**config.mk**
```make
export PLATFORM = sky130hd
export DESIGN_NAME = keypad_jog_and_parameter_editor
export DESIGN_NICKNAME = d
export VERILOG_FILES = /design/src/rtl/panel_pkg.sv /design/src/rtl/keypad_jog_and_parameter_editor.sv
export VERILOG_INCLUDE_DIRS = /design/src /design/src/rtl
export SDC_FILE = /design/constraint.sdc
export NUM_CORES = 1
export LEC_CHECK = 0
export BUFFER_PORTS_ARGS = -buffer_cell sky130_fd_sc_hd__buf_2
export CORE_MARGIN = 1
export CORE_UTILIZATION = 50
export CTS_CLUSTER_SIZE = 14
export DETAILED_ROUTE_END_ITERATION = 6
export GPL_TIMING_DRIVEN = 0
export PLACE_DENSITY = 0.72
export SLEW_MARGIN = 20
export SYNTH_ARGS = -nofsm -noshare
export SYNTH_HDL_FRONTEND = slang
export SYNTH_SLANG_ARGS = --single-unit
```
**constraint.sdc**
```tcl
create_clock -name clk_i -period 19.3 [get_ports clk_i]
set_input_delay 1.93 -clock clk_i [delete_from_list [all_inputs] [get_ports clk_i]]
set_output_delay 1.93 -clock clk_i [all_outputs]
set_load 0.01 [all_outputs]
```
**src/rtl/panel_defs.svh**
```systemverilog
`ifndef PANEL_DEFS_SVH
`define PANEL_DEFS_SVH

// ==========================================================
// Timing
`define CLK_HZ 200000000
`define LONG_PRESS_MS 1000
`define FLASH_MS 1000
`define REPEAT_DELAY_MS 500
`define REPEAT_RATE_MS 50
`define DEBOUNCE_US 5000
`define BLINK_MS 250
// ==========================================================
// Codes and values
`define JOG_FN_CODE 12'h002
`define JOG_SPEED_RESET 17'h001F4
`define PARAM_MAX 12'h999
`define DIGIT_MAX_5 3'h4
`define DIGIT_MAX_3 3'h2
`define JOG_PARAM_NUM 12'h304

`endif

```
**src/rtl/panel_pkg.sv**
```systemverilog
package panel_pkg;

  typedef enum logic [2:0] {
    MODE_STATUS = 3'h0,
    MODE_SYSCHK = 3'h1,
    MODE_JOG = 3'h5,
    MODE_PNUM = 3'h3,
    MODE_PSET = 3'h7,
    MODE_MON = 3'h2
  } mode_t;

  typedef struct packed {
    logic up;
    logic down;
    logic right;
    logic modeset;
    logic data;
  } keys_t;

  typedef struct packed {
    logic energize;
    logic fwd;
    logic rev;
    logic [16:0] speed;
  } motor_cmd_t;

  typedef struct packed {
    mode_t mode;
    logic [11:0] number;
    logic [16:0] value;
    logic [2:0] digit;
    logic [4:0] blank_digits;
    logic save_flash;
    logic jog_active;
  } panel_view_t;

endpackage : panel_pkg

```
**src/rtl/keypad_jog_and_parameter_editor.sv**
```systemverilog
`include "panel_defs.svh"

module keypad_jog_and_parameter_editor
  import panel_pkg::*;
#(
  parameter int LONG_CYC = (`CLK_HZ / 1000) * `LONG_PRESS_MS,
  parameter int FLASH_CYC = (`CLK_HZ / 1000) * `FLASH_MS,
  parameter int RPT_DLY_CYC = (`CLK_HZ / 1000) * `REPEAT_DELAY_MS,
  parameter int RPT_CYC = (`CLK_HZ / 1000) * `REPEAT_RATE_MS,
  parameter int DEB_CYC = (`CLK_HZ / 1000000) * `DEBOUNCE_US,
  parameter int BLINK_CYC = (`CLK_HZ / 1000) * `BLINK_MS
)(
  input wire logic clk_i,
  input wire logic srst_i,
  input wire keys_t keys_i,
  input wire logic [1:0] status_bits_i,
  output keys_t dummy_unused_o,
  output motor_cmd_t motor_o,
  output panel_view_t view_o,
  output logic [1:0] status_bits_o,
  output logic [16:0] jog_speed_setting_o,
  output logic save_pulse_o
);

  // ========================================================
  // Digit helpers
  function automatic logic [3:0] get_dig(input logic [16:0] v, input logic [2:0] d);
    logic [16:0] t;
    t = v;
    for (int i = 0; i < 5; i++)
    begin
      if (3'(i) < d)
      begin
        t = 17'(t / 17'd10);
      end
    end
    return 4'(t % 17'd10);
  endfunction : get_dig

  function automatic logic [16:0] pow10(input logic [2:0] d);
    logic [16:0] p;
    p = 17'h00001;
    for (int i = 0; i < 4; i++)
    begin
      if (3'(i) < d)
      begin
        p = 17'(p * 17'd10);
      end
    end
    return p;
  endfunction : pow10

  // Step one decimal digit with wrap inside the digit
  function automatic logic [16:0] step_dig(input logic [16:0] v, input logic [2:0] d, input logic up);
    logic [3:0] c;
    logic [16:0] p;
    c = get_dig(v, d);
    p = pow10(d);
    if (up)
    begin
      return (c == 4'h9) ? 17'(v - 17'(p * 17'd9)) : 17'(v + p);
    end
    return (c == 4'h0) ? 17'(v + 17'(p * 17'd9)) : 17'(v - p);
  endfunction : step_dig

  // Step one BCD nibble of a three-digit number, wrapping inside the nibble
  function automatic logic [11:0] step_bcd(input logic [11:0] n, input logic [2:0] d, input logic up);
    logic [11:0] r;
    r = n;
    for (int i = 0; i < 3; i++)
    begin
      if (3'(i) == d)
      begin
        r[4*i +: 4] = up ? ((n[4*i +: 4] >= 4'h9) ? 4'h0 : 4'(n[4*i +: 4] + 4'h1))
                         : ((n[4*i +: 4] == 4'h0) ? 4'h9 : 4'(n[4*i +: 4] - 4'h1));
      end
    end
    return r;
  endfunction : step_bcd

  // Parameter numbers in use: x00..x15 in groups 0..6
  function automatic logic num_used(input logic [11:0] n);
    return (n[11:8] <= 4'h6) && (n[7:4] == 4'h0 || (n[7:4] == 4'h1 && n[3:0] <= 4'h5));
  endfunction : num_used

  // ========================================================
  // Debounce and press timing
  keys_t deb_ff, nxt_deb, prev_ff, nxt_prev;
  logic [31:0] deb_cnt_ff, nxt_deb_cnt;
  logic [31:0] press_ff, nxt_press;
  logic long_done_ff, nxt_long_done;
  logic [31:0] rpt_ff, nxt_rpt;
  logic ev_left, ev_data, ev_up, ev_down, ev_right, ev_mode;

  always_comb
  begin
    nxt_deb = deb_ff;
    nxt_deb_cnt = deb_cnt_ff;
    nxt_prev = deb_ff;
    nxt_press = press_ff;
    nxt_long_done = long_done_ff;
    nxt_rpt = rpt_ff;
    ev_left = 1'b0;
    ev_data = 1'b0;
    ev_up = 1'b0;
    ev_down = 1'b0;
    ev_right = deb_ff.right && !prev_ff.right;
    ev_mode = deb_ff.modeset && !prev_ff.modeset;
    if (keys_i != deb_ff)
    begin
      nxt_deb_cnt = deb_cnt_ff + 32'd1;
      if (deb_cnt_ff >= 32'(DEB_CYC))
      begin
        nxt_deb = keys_i;
        nxt_deb_cnt = 32'd0;
      end
    end
    else
    begin
      nxt_deb_cnt = 32'd0;
    end
    if (deb_ff.data)
    begin
      nxt_press = press_ff + 32'd1;
      if (!long_done_ff && press_ff >= 32'(LONG_CYC - 1))
      begin
        ev_data = 1'b1;
        nxt_long_done = 1'b1;
      end
    end
    else
    begin
      nxt_press = 32'd0;
      nxt_long_done = 1'b0;
      ev_left = prev_ff.data && !long_done_ff;
    end
    if (deb_ff.up ^ deb_ff.down)
    begin
      if ((deb_ff.up && !prev_ff.up) || (deb_ff.down && !prev_ff.down))
      begin
        nxt_rpt = 32'(RPT_DLY_CYC);
        ev_up = deb_ff.up;
        ev_down = deb_ff.down;
      end
      else if (rpt_ff == 32'd0)
      begin
        nxt_rpt = 32'(RPT_CYC);
        ev_up = deb_ff.up;
        ev_down = deb_ff.down;
      end
      else
      begin
        nxt_rpt = rpt_ff - 32'd1;
      end
    end
  end

  always_ff @(posedge clk_i)
  begin
    if (srst_i)
    begin
      deb_ff <= '0;
      prev_ff <= '0;
      deb_cnt_ff <= 32'd0;
      press_ff <= 32'd0;
      long_done_ff <= 1'b0;
      rpt_ff <= 32'd0;
    end
    else
    begin
      deb_ff <= nxt_deb;
      prev_ff <= nxt_prev;
      deb_cnt_ff <= nxt_deb_cnt;
      press_ff <= nxt_press;
      long_done_ff <= nxt_long_done;
      rpt_ff <= nxt_rpt;
    end
  end

  // ========================================================
  // Mode, editor and jog
  mode_t mode_ff, nxt_mode;
  logic [11:0] fn_ff, nxt_fn, pn_ff, nxt_pn, un_ff, nxt_un;
  logic [16:0] edit_ff, nxt_edit, jog_spd_ff, nxt_jog_spd;
  logic [2:0] dig_ff, nxt_dig;
  logic dirty_ff, nxt_dirty, motor_ff, nxt_motor, save_ff, nxt_save;
  logic [31:0] flash_ff, nxt_flash, blink_ff, nxt_blink;
  logic blink_on_ff, nxt_blink_on;
  logic [11:0] pn_step;
  logic [2:0] dig_max;
  logic [16:0] stored_val;
  logic [4:0] blank;

  always_comb
  begin
    nxt_mode = mode_ff;
    nxt_fn = fn_ff;
    nxt_pn = pn_ff;
    nxt_un = un_ff;
    nxt_edit = edit_ff;
    nxt_jog_spd = jog_spd_ff;
    nxt_dig = dig_ff;
    nxt_dirty = dirty_ff;
    nxt_motor = motor_ff;
    nxt_save = 1'b0;
    nxt_flash = (flash_ff != 32'd0) ? flash_ff - 32'd1 : 32'd0;
    nxt_blink = (blink_ff == 32'd0) ? 32'(BLINK_CYC) : blink_ff - 32'd1;
    nxt_blink_on = (blink_ff == 32'd0) ? !blink_on_ff : blink_on_ff;
    dig_max = (mode_ff == MODE_PSET) ? `DIGIT_MAX_5 : `DIGIT_MAX_3;
    // Only the jog speed is stored here; other numbers show zero
    stored_val = (pn_ff == `JOG_PARAM_NUM) ? jog_spd_ff : 17'h00000;
    pn_step = pn_ff;
    if (ev_up || ev_down)
    begin
      pn_step = step_bcd(pn_ff, dig_ff, ev_up);
      for (int i = 0; i < 16; i++)
      begin
        if (!num_used(pn_step))
        begin
          pn_step = ev_up ? ((pn_step[11:8] >= 4'h6) ? 12'h000 : {4'(pn_step[11:8] + 4'h1), 8'h00})
                          : ((pn_step[7:0] > 8'h15) ? {pn_step[11:8], 8'h15}
                          : {4'(pn_step[11:8] - 4'h1), 8'h15});
        end
      end
    end
    if (ev_left)
    begin
      nxt_dig = (dig_ff >= dig_max) ? 3'h0 : dig_ff + 3'h1;
    end
    else if (ev_right)
    begin
      nxt_dig = (dig_ff == 3'h0) ? dig_max : dig_ff - 3'h1;
    end
    case (mode_ff)
      MODE_STATUS:
      begin
        if (ev_mode)
        begin
          nxt_mode = MODE_SYSCHK;
          nxt_dig = 3'h0;
        end
      end
      MODE_SYSCHK:
      begin
        if (ev_up || ev_down)
        begin
          nxt_fn = step_bcd(fn_ff, dig_ff, ev_up);
        end
        if (ev_mode)
        begin
          nxt_mode = MODE_PNUM;
          nxt_dig = 3'h0;
        end
        else if (ev_data && fn_ff == `JOG_FN_CODE)
        begin
          nxt_mode = MODE_JOG;
        end
      end
      MODE_JOG:
      begin
        if (ev_mode)
        begin
          nxt_motor = !motor_ff;
        end
        if (ev_data)
        begin
          nxt_mode = MODE_SYSCHK;
          nxt_motor = 1'b0;
        end
      end
      MODE_PNUM:
      begin
        if (ev_up || ev_down)
        begin
          nxt_pn = pn_step;
        end
        if (ev_mode)
        begin
          nxt_mode = MODE_MON;
          nxt_dig = 3'h0;
        end
        else if (ev_data)
        begin
          nxt_mode = MODE_PSET;
          nxt_edit = stored_val;
          nxt_dirty = 1'b0;
          nxt_dig = 3'h0;
        end
      end
      MODE_PSET:
      begin
        if (ev_up || ev_down)
        begin
          nxt_edit = step_dig(edit_ff, dig_ff, ev_up);
          nxt_dirty = 1'b1;
        end
        if (ev_data)
        begin
          if (dirty_ff)
          begin
            // A step in the same cycle keeps the setting marked as changed
            nxt_dirty = ev_up || ev_down;
            nxt_save = 1'b1;
            nxt_flash = 32'(FLASH_CYC);
            if (pn_ff == `JOG_PARAM_NUM)
            begin
              nxt_jog_spd = edit_ff;
            end
          end
          else if (flash_ff == 32'd0)
          begin
            nxt_mode = MODE_PNUM;
            nxt_dig = 3'h0;
          end
        end
      end
      MODE_MON:
      begin
        if (ev_up || ev_down)
        begin
          nxt_un = step_bcd(un_ff, dig_ff, ev_up);
        end
        if (ev_mode)
        begin
          nxt_mode = MODE_STATUS;
        end
      end
      default:
      begin
        nxt_mode = MODE_STATUS;
      end
    endcase
    // Flash the operation digit, or all digits during a save
    blank = 5'h00;
    if (flash_ff != 32'd0 && !blink_on_ff)
    begin
      blank = 5'h1F;
    end
    else if (!blink_on_ff && mode_ff != MODE_STATUS && mode_ff != MODE_JOG)
    begin
      blank = 5'(5'h01 << dig_ff);
    end
  end

  always_ff @(posedge clk_i)
  begin
    if (srst_i)
    begin
      mode_ff <= MODE_STATUS;
      fn_ff <= 12'h000;
      pn_ff <= 12'h000;
      un_ff <= 12'h000;
      edit_ff <= 17'h00000;
      jog_spd_ff <= `JOG_SPEED_RESET;
      dig_ff <= 3'h0;
      dirty_ff <= 1'b0;
      motor_ff <= 1'b0;
      save_ff <= 1'b0;
      flash_ff <= 32'd0;
      blink_ff <= 32'd0;
      blink_on_ff <= 1'b1;
      motor_o <= '0;
      view_o <= '0;
      status_bits_o <= 2'h0;
      dummy_unused_o <= '0;
    end
    else
    begin
      mode_ff <= nxt_mode;
      fn_ff <= nxt_fn;
      pn_ff <= nxt_pn;
      un_ff <= nxt_un;
      edit_ff <= nxt_edit;
      jog_spd_ff <= nxt_jog_spd;
      dig_ff <= nxt_dig;
      dirty_ff <= nxt_dirty;
      motor_ff <= nxt_motor;
      save_ff <= nxt_save;
      flash_ff <= nxt_flash;
      blink_ff <= nxt_blink;
      blink_on_ff <= nxt_blink_on;
      motor_o.energize <= motor_ff;
      motor_o.fwd <= motor_ff && mode_ff == MODE_JOG && deb_ff.up && !deb_ff.down;
      motor_o.rev <= motor_ff && mode_ff == MODE_JOG && deb_ff.down && !deb_ff.up;
      motor_o.speed <= jog_spd_ff;
      view_o.mode <= mode_ff;
      view_o.number <= (mode_ff == MODE_PNUM || mode_ff == MODE_PSET) ? pn_ff
                       : (mode_ff == MODE_MON) ? un_ff : fn_ff;
      view_o.value <= edit_ff;
      view_o.digit <= dig_ff;
      view_o.blank_digits <= blank;
      view_o.save_flash <= flash_ff != 32'd0;
      view_o.jog_active <= mode_ff == MODE_JOG;
      status_bits_o <= status_bits_i;
      dummy_unused_o <= deb_ff;
    end
  end

  assign jog_speed_setting_o = jog_spd_ff;
  assign save_pulse_o = save_ff;

endmodule : keypad_jog_and_parameter_editor

```
# Word level (Yosys, flattened, before mapping)
# Index checks and enable logic that the tools add are counted.
[word_totals]
register_bits = 315
out_inout_bits = 87
word_cells = 572
[op_classes]
addsub = 61
n_mul = 4
n_div = 6
n_lt_le_gt_ge = 81
eq_ne = 39
n_shift = 1
muxes = 203
n_bitwise = 5
n_reduce_logical = 128
[op_table]
columns = ["operator", "n"]
rows = [
  ["$mux 12", 81],
  ["$mux 17", 34],
  ["$mux 32", 6],
  ["$mux 4", 34],
  ["$gt 8x5->1 const B", 16],
  ["$le 4x3->1 const B", 32],
  ["$logic_not 4->1", 26],
  ["$add 4x1->4 const B", 25],
  ["$sub 4x1->4 const B", 25],
  ["$logic_not 32->1", 3],
  ["$sub 32x1->32 const B", 3],
  ["$div 17x4->17 const B", 5],
  ["$add 32x1->32 const B", 2],
  ["$eq 4x1->1 const B", 16],
  ["$ge 4x3->1 const B", 16],
  ["$mux 3", 21],
  ["$mul 17x3->16 const B", 3],
  ["$logic_and 1x1->1", 47],
  ["$ge 4x4->1 const B", 9],
  ["$add 17x17->17", 2],
  ["$pmux 17 s2", 1],
  ["$sub 17x17->17", 2],
  ["$ge 32x20->1 const B", 1],
  ["$ge 32x28->1 const B", 1],
  ["other kinds (40)", 117],
]

# Depth between registers and ports, before layout
[depth]
word_depth = 103
mapped_depth = 100
mapped_depth_nobuf = 100

# Least setup slack after synthesis
# OpenSTA, ideal clock, no wires.
[synth_path]
path_type = "register -> register"
startpoint = "reg rpt_ff[19]"
endpoint = "reg pn_ff[10]"
setup_ns = 0.091
arrival_time_ns = 18.560
required_ns = 19.209
path_slack_ns = 0.649
path_stages_with_launch = 95
n_path_buf = 2
cell_sequence = "dfxtp_1 > buf_2 > or4_4 > or4_4 > nor3_1 > o31a_1 > o31ai_1 > inv_1 > ha_1 > nor2_1 > a21boi_4 > xnor2_1 > mux2i_1 > and2_1 > inv_1 > ha_1 > a21o_1 > a2111o_1 > [... 59 more ...] > o221ai_2 > inv_1 > ha_1 > a211oi_1 > o22ai_1 > o211ai_1 > inv_1 > ha_1 > a2111oi_4 > and3_4 > a21oi_1 > or4b_4 > or2_4 > inv_1 > ha_1 > nor2_1 > or3_1 > a311oi_1"
[synth_between]
elab_chain_cells = 102
[synth_rtl]
columns = ["element", "line_no", "rtl"]
rows = [
  ["start: declaration", "keypad_jog_and_parameter_editor.sv:92", "logic [31:0] rpt_ff, nxt_rpt;"],
  ["start signal: assignment", "keypad_jog_and_parameter_editor.sv:176", "rpt_ff <= nxt_rpt;"],
  ["$logic_not 32->1 (*)", "keypad_jog_and_parameter_editor.sv:145", "else if (rpt_ff == 32'd0)"],
  ["parallel branches: the longest is 101 deep, another holds $gt 8x5->1", "n/a", ""],
  ["end signal: assignment", "keypad_jog_and_parameter_editor.sv:371", "pn_ff <= nxt_pn;"],
  ["end: declaration", "keypad_jog_and_parameter_editor.sv:183", "logic [11:0] fn_ff, nxt_fn, pn_ff, nxt_pn, un_ff, nxt_un;"],
]
# Every way passes the cells marked *. The select of a mux whose other input is x is not followed.
# A chain may end at the register's enable or synchronous reset.

# Final worst setup path
[layout_path]
startpoint = "reg rpt_ff[11]"
endpoint = "reg pn_ff[0]"
# The elaborated chain is that of the path after synthesis.

==> results.cfg <==
[min_path]
holdPathStages = 1
hold_path_class = reg2reg
min_to = press_ff[0]$_SDFF_PP0_
min_from = press_ff[0]$_SDFF_PP0_

[run]
maxCapViolations = 0

[power]
switchingPower_mw = 1.72
finalPower_mw = 3.81
p_int_mw = 2.09
power_density_nw_per_um2 = 123
ir_worst_vdd_mv = 0.0821
combPwrFrac = 0.597
pwr-share-seq = 0.205
leakagePower_nw = 12.0
switching_share = 0.452
p_clk_frac = 0.197

[detailed_routing]
vias_per_cell = 6.23
wire_per_inst_um = 18.1
route.final.wire_length_um = 83400
drt_first_pass_iters = 6
drcViolationCount = 0
dr.first_iter.drc_count = 2613
ant_nets = 0
via_count = 28766

[worst_setup_path]
regToRegSetupSlack_ns = 0.50
worst_path_largest_cell_delay_ns = 0.58
cp_top_family = compound AO/OA/AOI/OAI gates
end_kind = register
reg2reg_to = pn_ff[0]$_SDFFE_PP0P_
cp-startpoint = rpt_ff[11]$_SDFFE_PP0P_
critPathKind = reg2reg
start_kind = register
cp_num_cells = 89
critPathRequiredTime_ns = 19.78
critical_path.max_fanout = 8
reg2reg_from = rpt_ff[11]$_SDFFE_PP0P_
crit_buf_inv = 16
cpMostUsedCell = inv_2
cp_data_arrival_time_ns = 19.28
r2r_cells = 89
slowest_stage = or4_4

[synthesis]
synthFlopType = dfxtp_1
netlist_instances = 3698
yosys.area_share.simple = 0.261
synth_top_area_cell = dfxtp_1
synth_area_um2 = 27300
synthTopCellsByArea = dfxtp_1 23%, nor2_1 6.4%, ha_1 6.4%, a21oi_1 4.4%, xnor2_1 4.3%
synth_mux_area_frac = 0.0346
yosysWarnings = 0
synthDominantCellAreaShare = 0.231
syn_avg_cell_area_um2 = 7.40
synth_cell_type_count = 132
synth_edf_count = 0
ys_ff_latch = 315
ys_seq_area_frac = 0.231
synth_compound_area_frac = 0.286
synthAdderAreaFrac = 0.0695
synth_async_sr_flop_share = 0
synth_top_family_by_area = compound AO/OA/AOI/OAI gates
synth_xor_area_frac = 0.0698

[cells_and_area]
final_nets = 4045
layout_commonest_cell = nor2_1
num_antenna_cells = 0
fillers = 5028
finalInstanceArea_um2 = 31000
drive_above_1_share = 0.111
layoutNonFillerInstCount = 4617
layout_common_cells = 460 x nor2_1, 309 x dfxtp_1, 278 x nand2_1
area_growth_pct = 13.4

[die]
die_h_um = 236
pin_count = 96
dieArea_um2 = 55600
initial_utilization = 0.507
coreArea_um2 = 53900
row_count = 85
die_w_um = 236

[timing]
worstMarginPinSlew_ns = 1.18
whs_ns = 0.456
max_slew_margin = 0.210
finalHoldViolations = 0
finalSetupViolCount = 0
fin_crit_sh = 0.974
clock.fmax_mhz = 53.2
slew_viol_final = 0
fin_skew_ns = 0.0200
min_period_ns = 18.80

[cts]
tritoncts = built
clock-root-buffer = clkbuf_16
clkSlewWorstSetupHoldPaths_ns = 0.06
clk_latency_ns = 0.57
postCtsHoldBufs = 0
clkSinkCount = 315
cts_inserted_buffers = 37
h-tree-depth = 2
clk_path_buf_depth = 3

[outcome]
status = finished, final reports clean

[place]
port_buffers = 95
hpwl_um = 61400
place_area_um2 = 28800
routabilityCongestion = 0.985
post-place-cells = 4501

[grt]
grt_max_degree = 15
antenna_found_initial = 3
overflow = 0
grt_pass1_wl_um = 133000
track_usage = 0.287
grt_pass1_vias = 25973
[timing repair]
| action | 4_1_cts | 5_1_grt |
|---|---|---|
| resized for setup | 35 | 98 |
| pin swaps | 14 | 51 |
| setup endpoints to repair | 9 | 9 |
| buffers inserted | 19 | 31 |
[how the worst max path moves through the flow]
stage                              to  slack [ns]
2_1_floorplan  pn_ff[10]$_SDFFE_PP0P_        0.65
3_3_place_gp   pn_ff[10]$_SDFFE_PP0P_       -2.05
3_5_place_dp   pn_ff[10]$_SDFFE_PP0P_       -2.16
4_1_cts        pn_ff[10]$_SDFFE_PP0P_       0.009
5_1_grt        pn_ff[10]$_SDFFE_PP0P_       -0.27
6_report        pn_ff[0]$_SDFFE_PP0P_        0.50
[Yosys cell counts, drive strengths merged, types with 10 or more instances]
master   count
nor2       467
dfxtp      315
nand2      281
a21oi      243
o21ai      228
clkbuf     164
nor3       154
inv        149
ha         140
xnor2      133
nand3      130
xor2        85
a211oi      75
nor4        68
mux2i       67
nor2b       55
a31oi       52
o211ai      48
a21o        45
nand2b      45
o31ai       45
or3         45
o21a        43
and2        35
nand4       33
and3        32
o22ai       31
or2         28
buf         26
a22oi       24
a311oi      24
a211o       22
or4         22
a2111oi     21
o21bai      21
mux2        19
o31a        19
nand3b      18
nor3b       16
a221oi      15
o2111ai     15
a21boi      13
o211a       13
o221ai      11
a32oi       10
[registers in the layout, summed over array words and instances (netlist names), 17 cells and up]
signal	flops
press_ff	32
flash_ff	32
edit_ff	17
motor_o	20
rpt_ff	32
deb_cnt_ff	32
blink_ff	32
jog_speed_setting_o	17
view_o	42
[logic make-up after synthesis]
logic type | count (synthesis)
compound gates | 1125
xor+xnor | 218
fa+ha+maj | 151
buf+inv | 346
flops | 315
mux | 87
other cells | 1
simple gates | 1455
[stage by stage]
step / setup TNS, ns / worst slack [ns] / utilization
finish: 0 / 0.501 / 0.575
global route: -0.816 / -0.272 / 0.575
CTS: 0 / 0.00929 / 0.563
detailed placement: -17.12 / -2.16 / 0.533
global placement: -16.00 / -2.05 / 0.533
floorplan: 0 / 0.649 / -
[power groups by stage]
stage                     registers [mW]  logic [mW]  clock network, mW
after floorplan                    0.782        1.61                  0
after global placement             0.791        1.99                  0
after detailed placement           0.792        2.02                  0
after CTS                          0.781        2.09              0.762
after global routing               0.792        2.51              0.788
final                              0.782        2.28              0.752
[cell type report]
class,instances,area (um2),area share
Buffer,188,732,0.0236
Clock buffer,50,1050,0.0340
Clock inverter,18,256,0.00827
Inverter,156,596,0.0192
Multi-Input combinational cell,3048,20300,0.655
Sequential cell,315,6320,0.204
Tap cell,696,871,0.0281
Timing Repair Buffer,146,871,0.0281
[per-layer routing]
metal / share of wire / vias up / routed length (um) / global-route usage
met3: 0.067 / 160 / 5600 / 0.0356
li1: - / 14068 / - / -
met2: 0.45 / 1009 / 37900 / 0.470
met4: 0.039 / 0 / 3280 / 0.129
met1: 0.44 / 13529 / 36600 / 0.375
met5: 0 / - / 0 / 0
No activity file was read; power rests on OpenSTA's default activity.
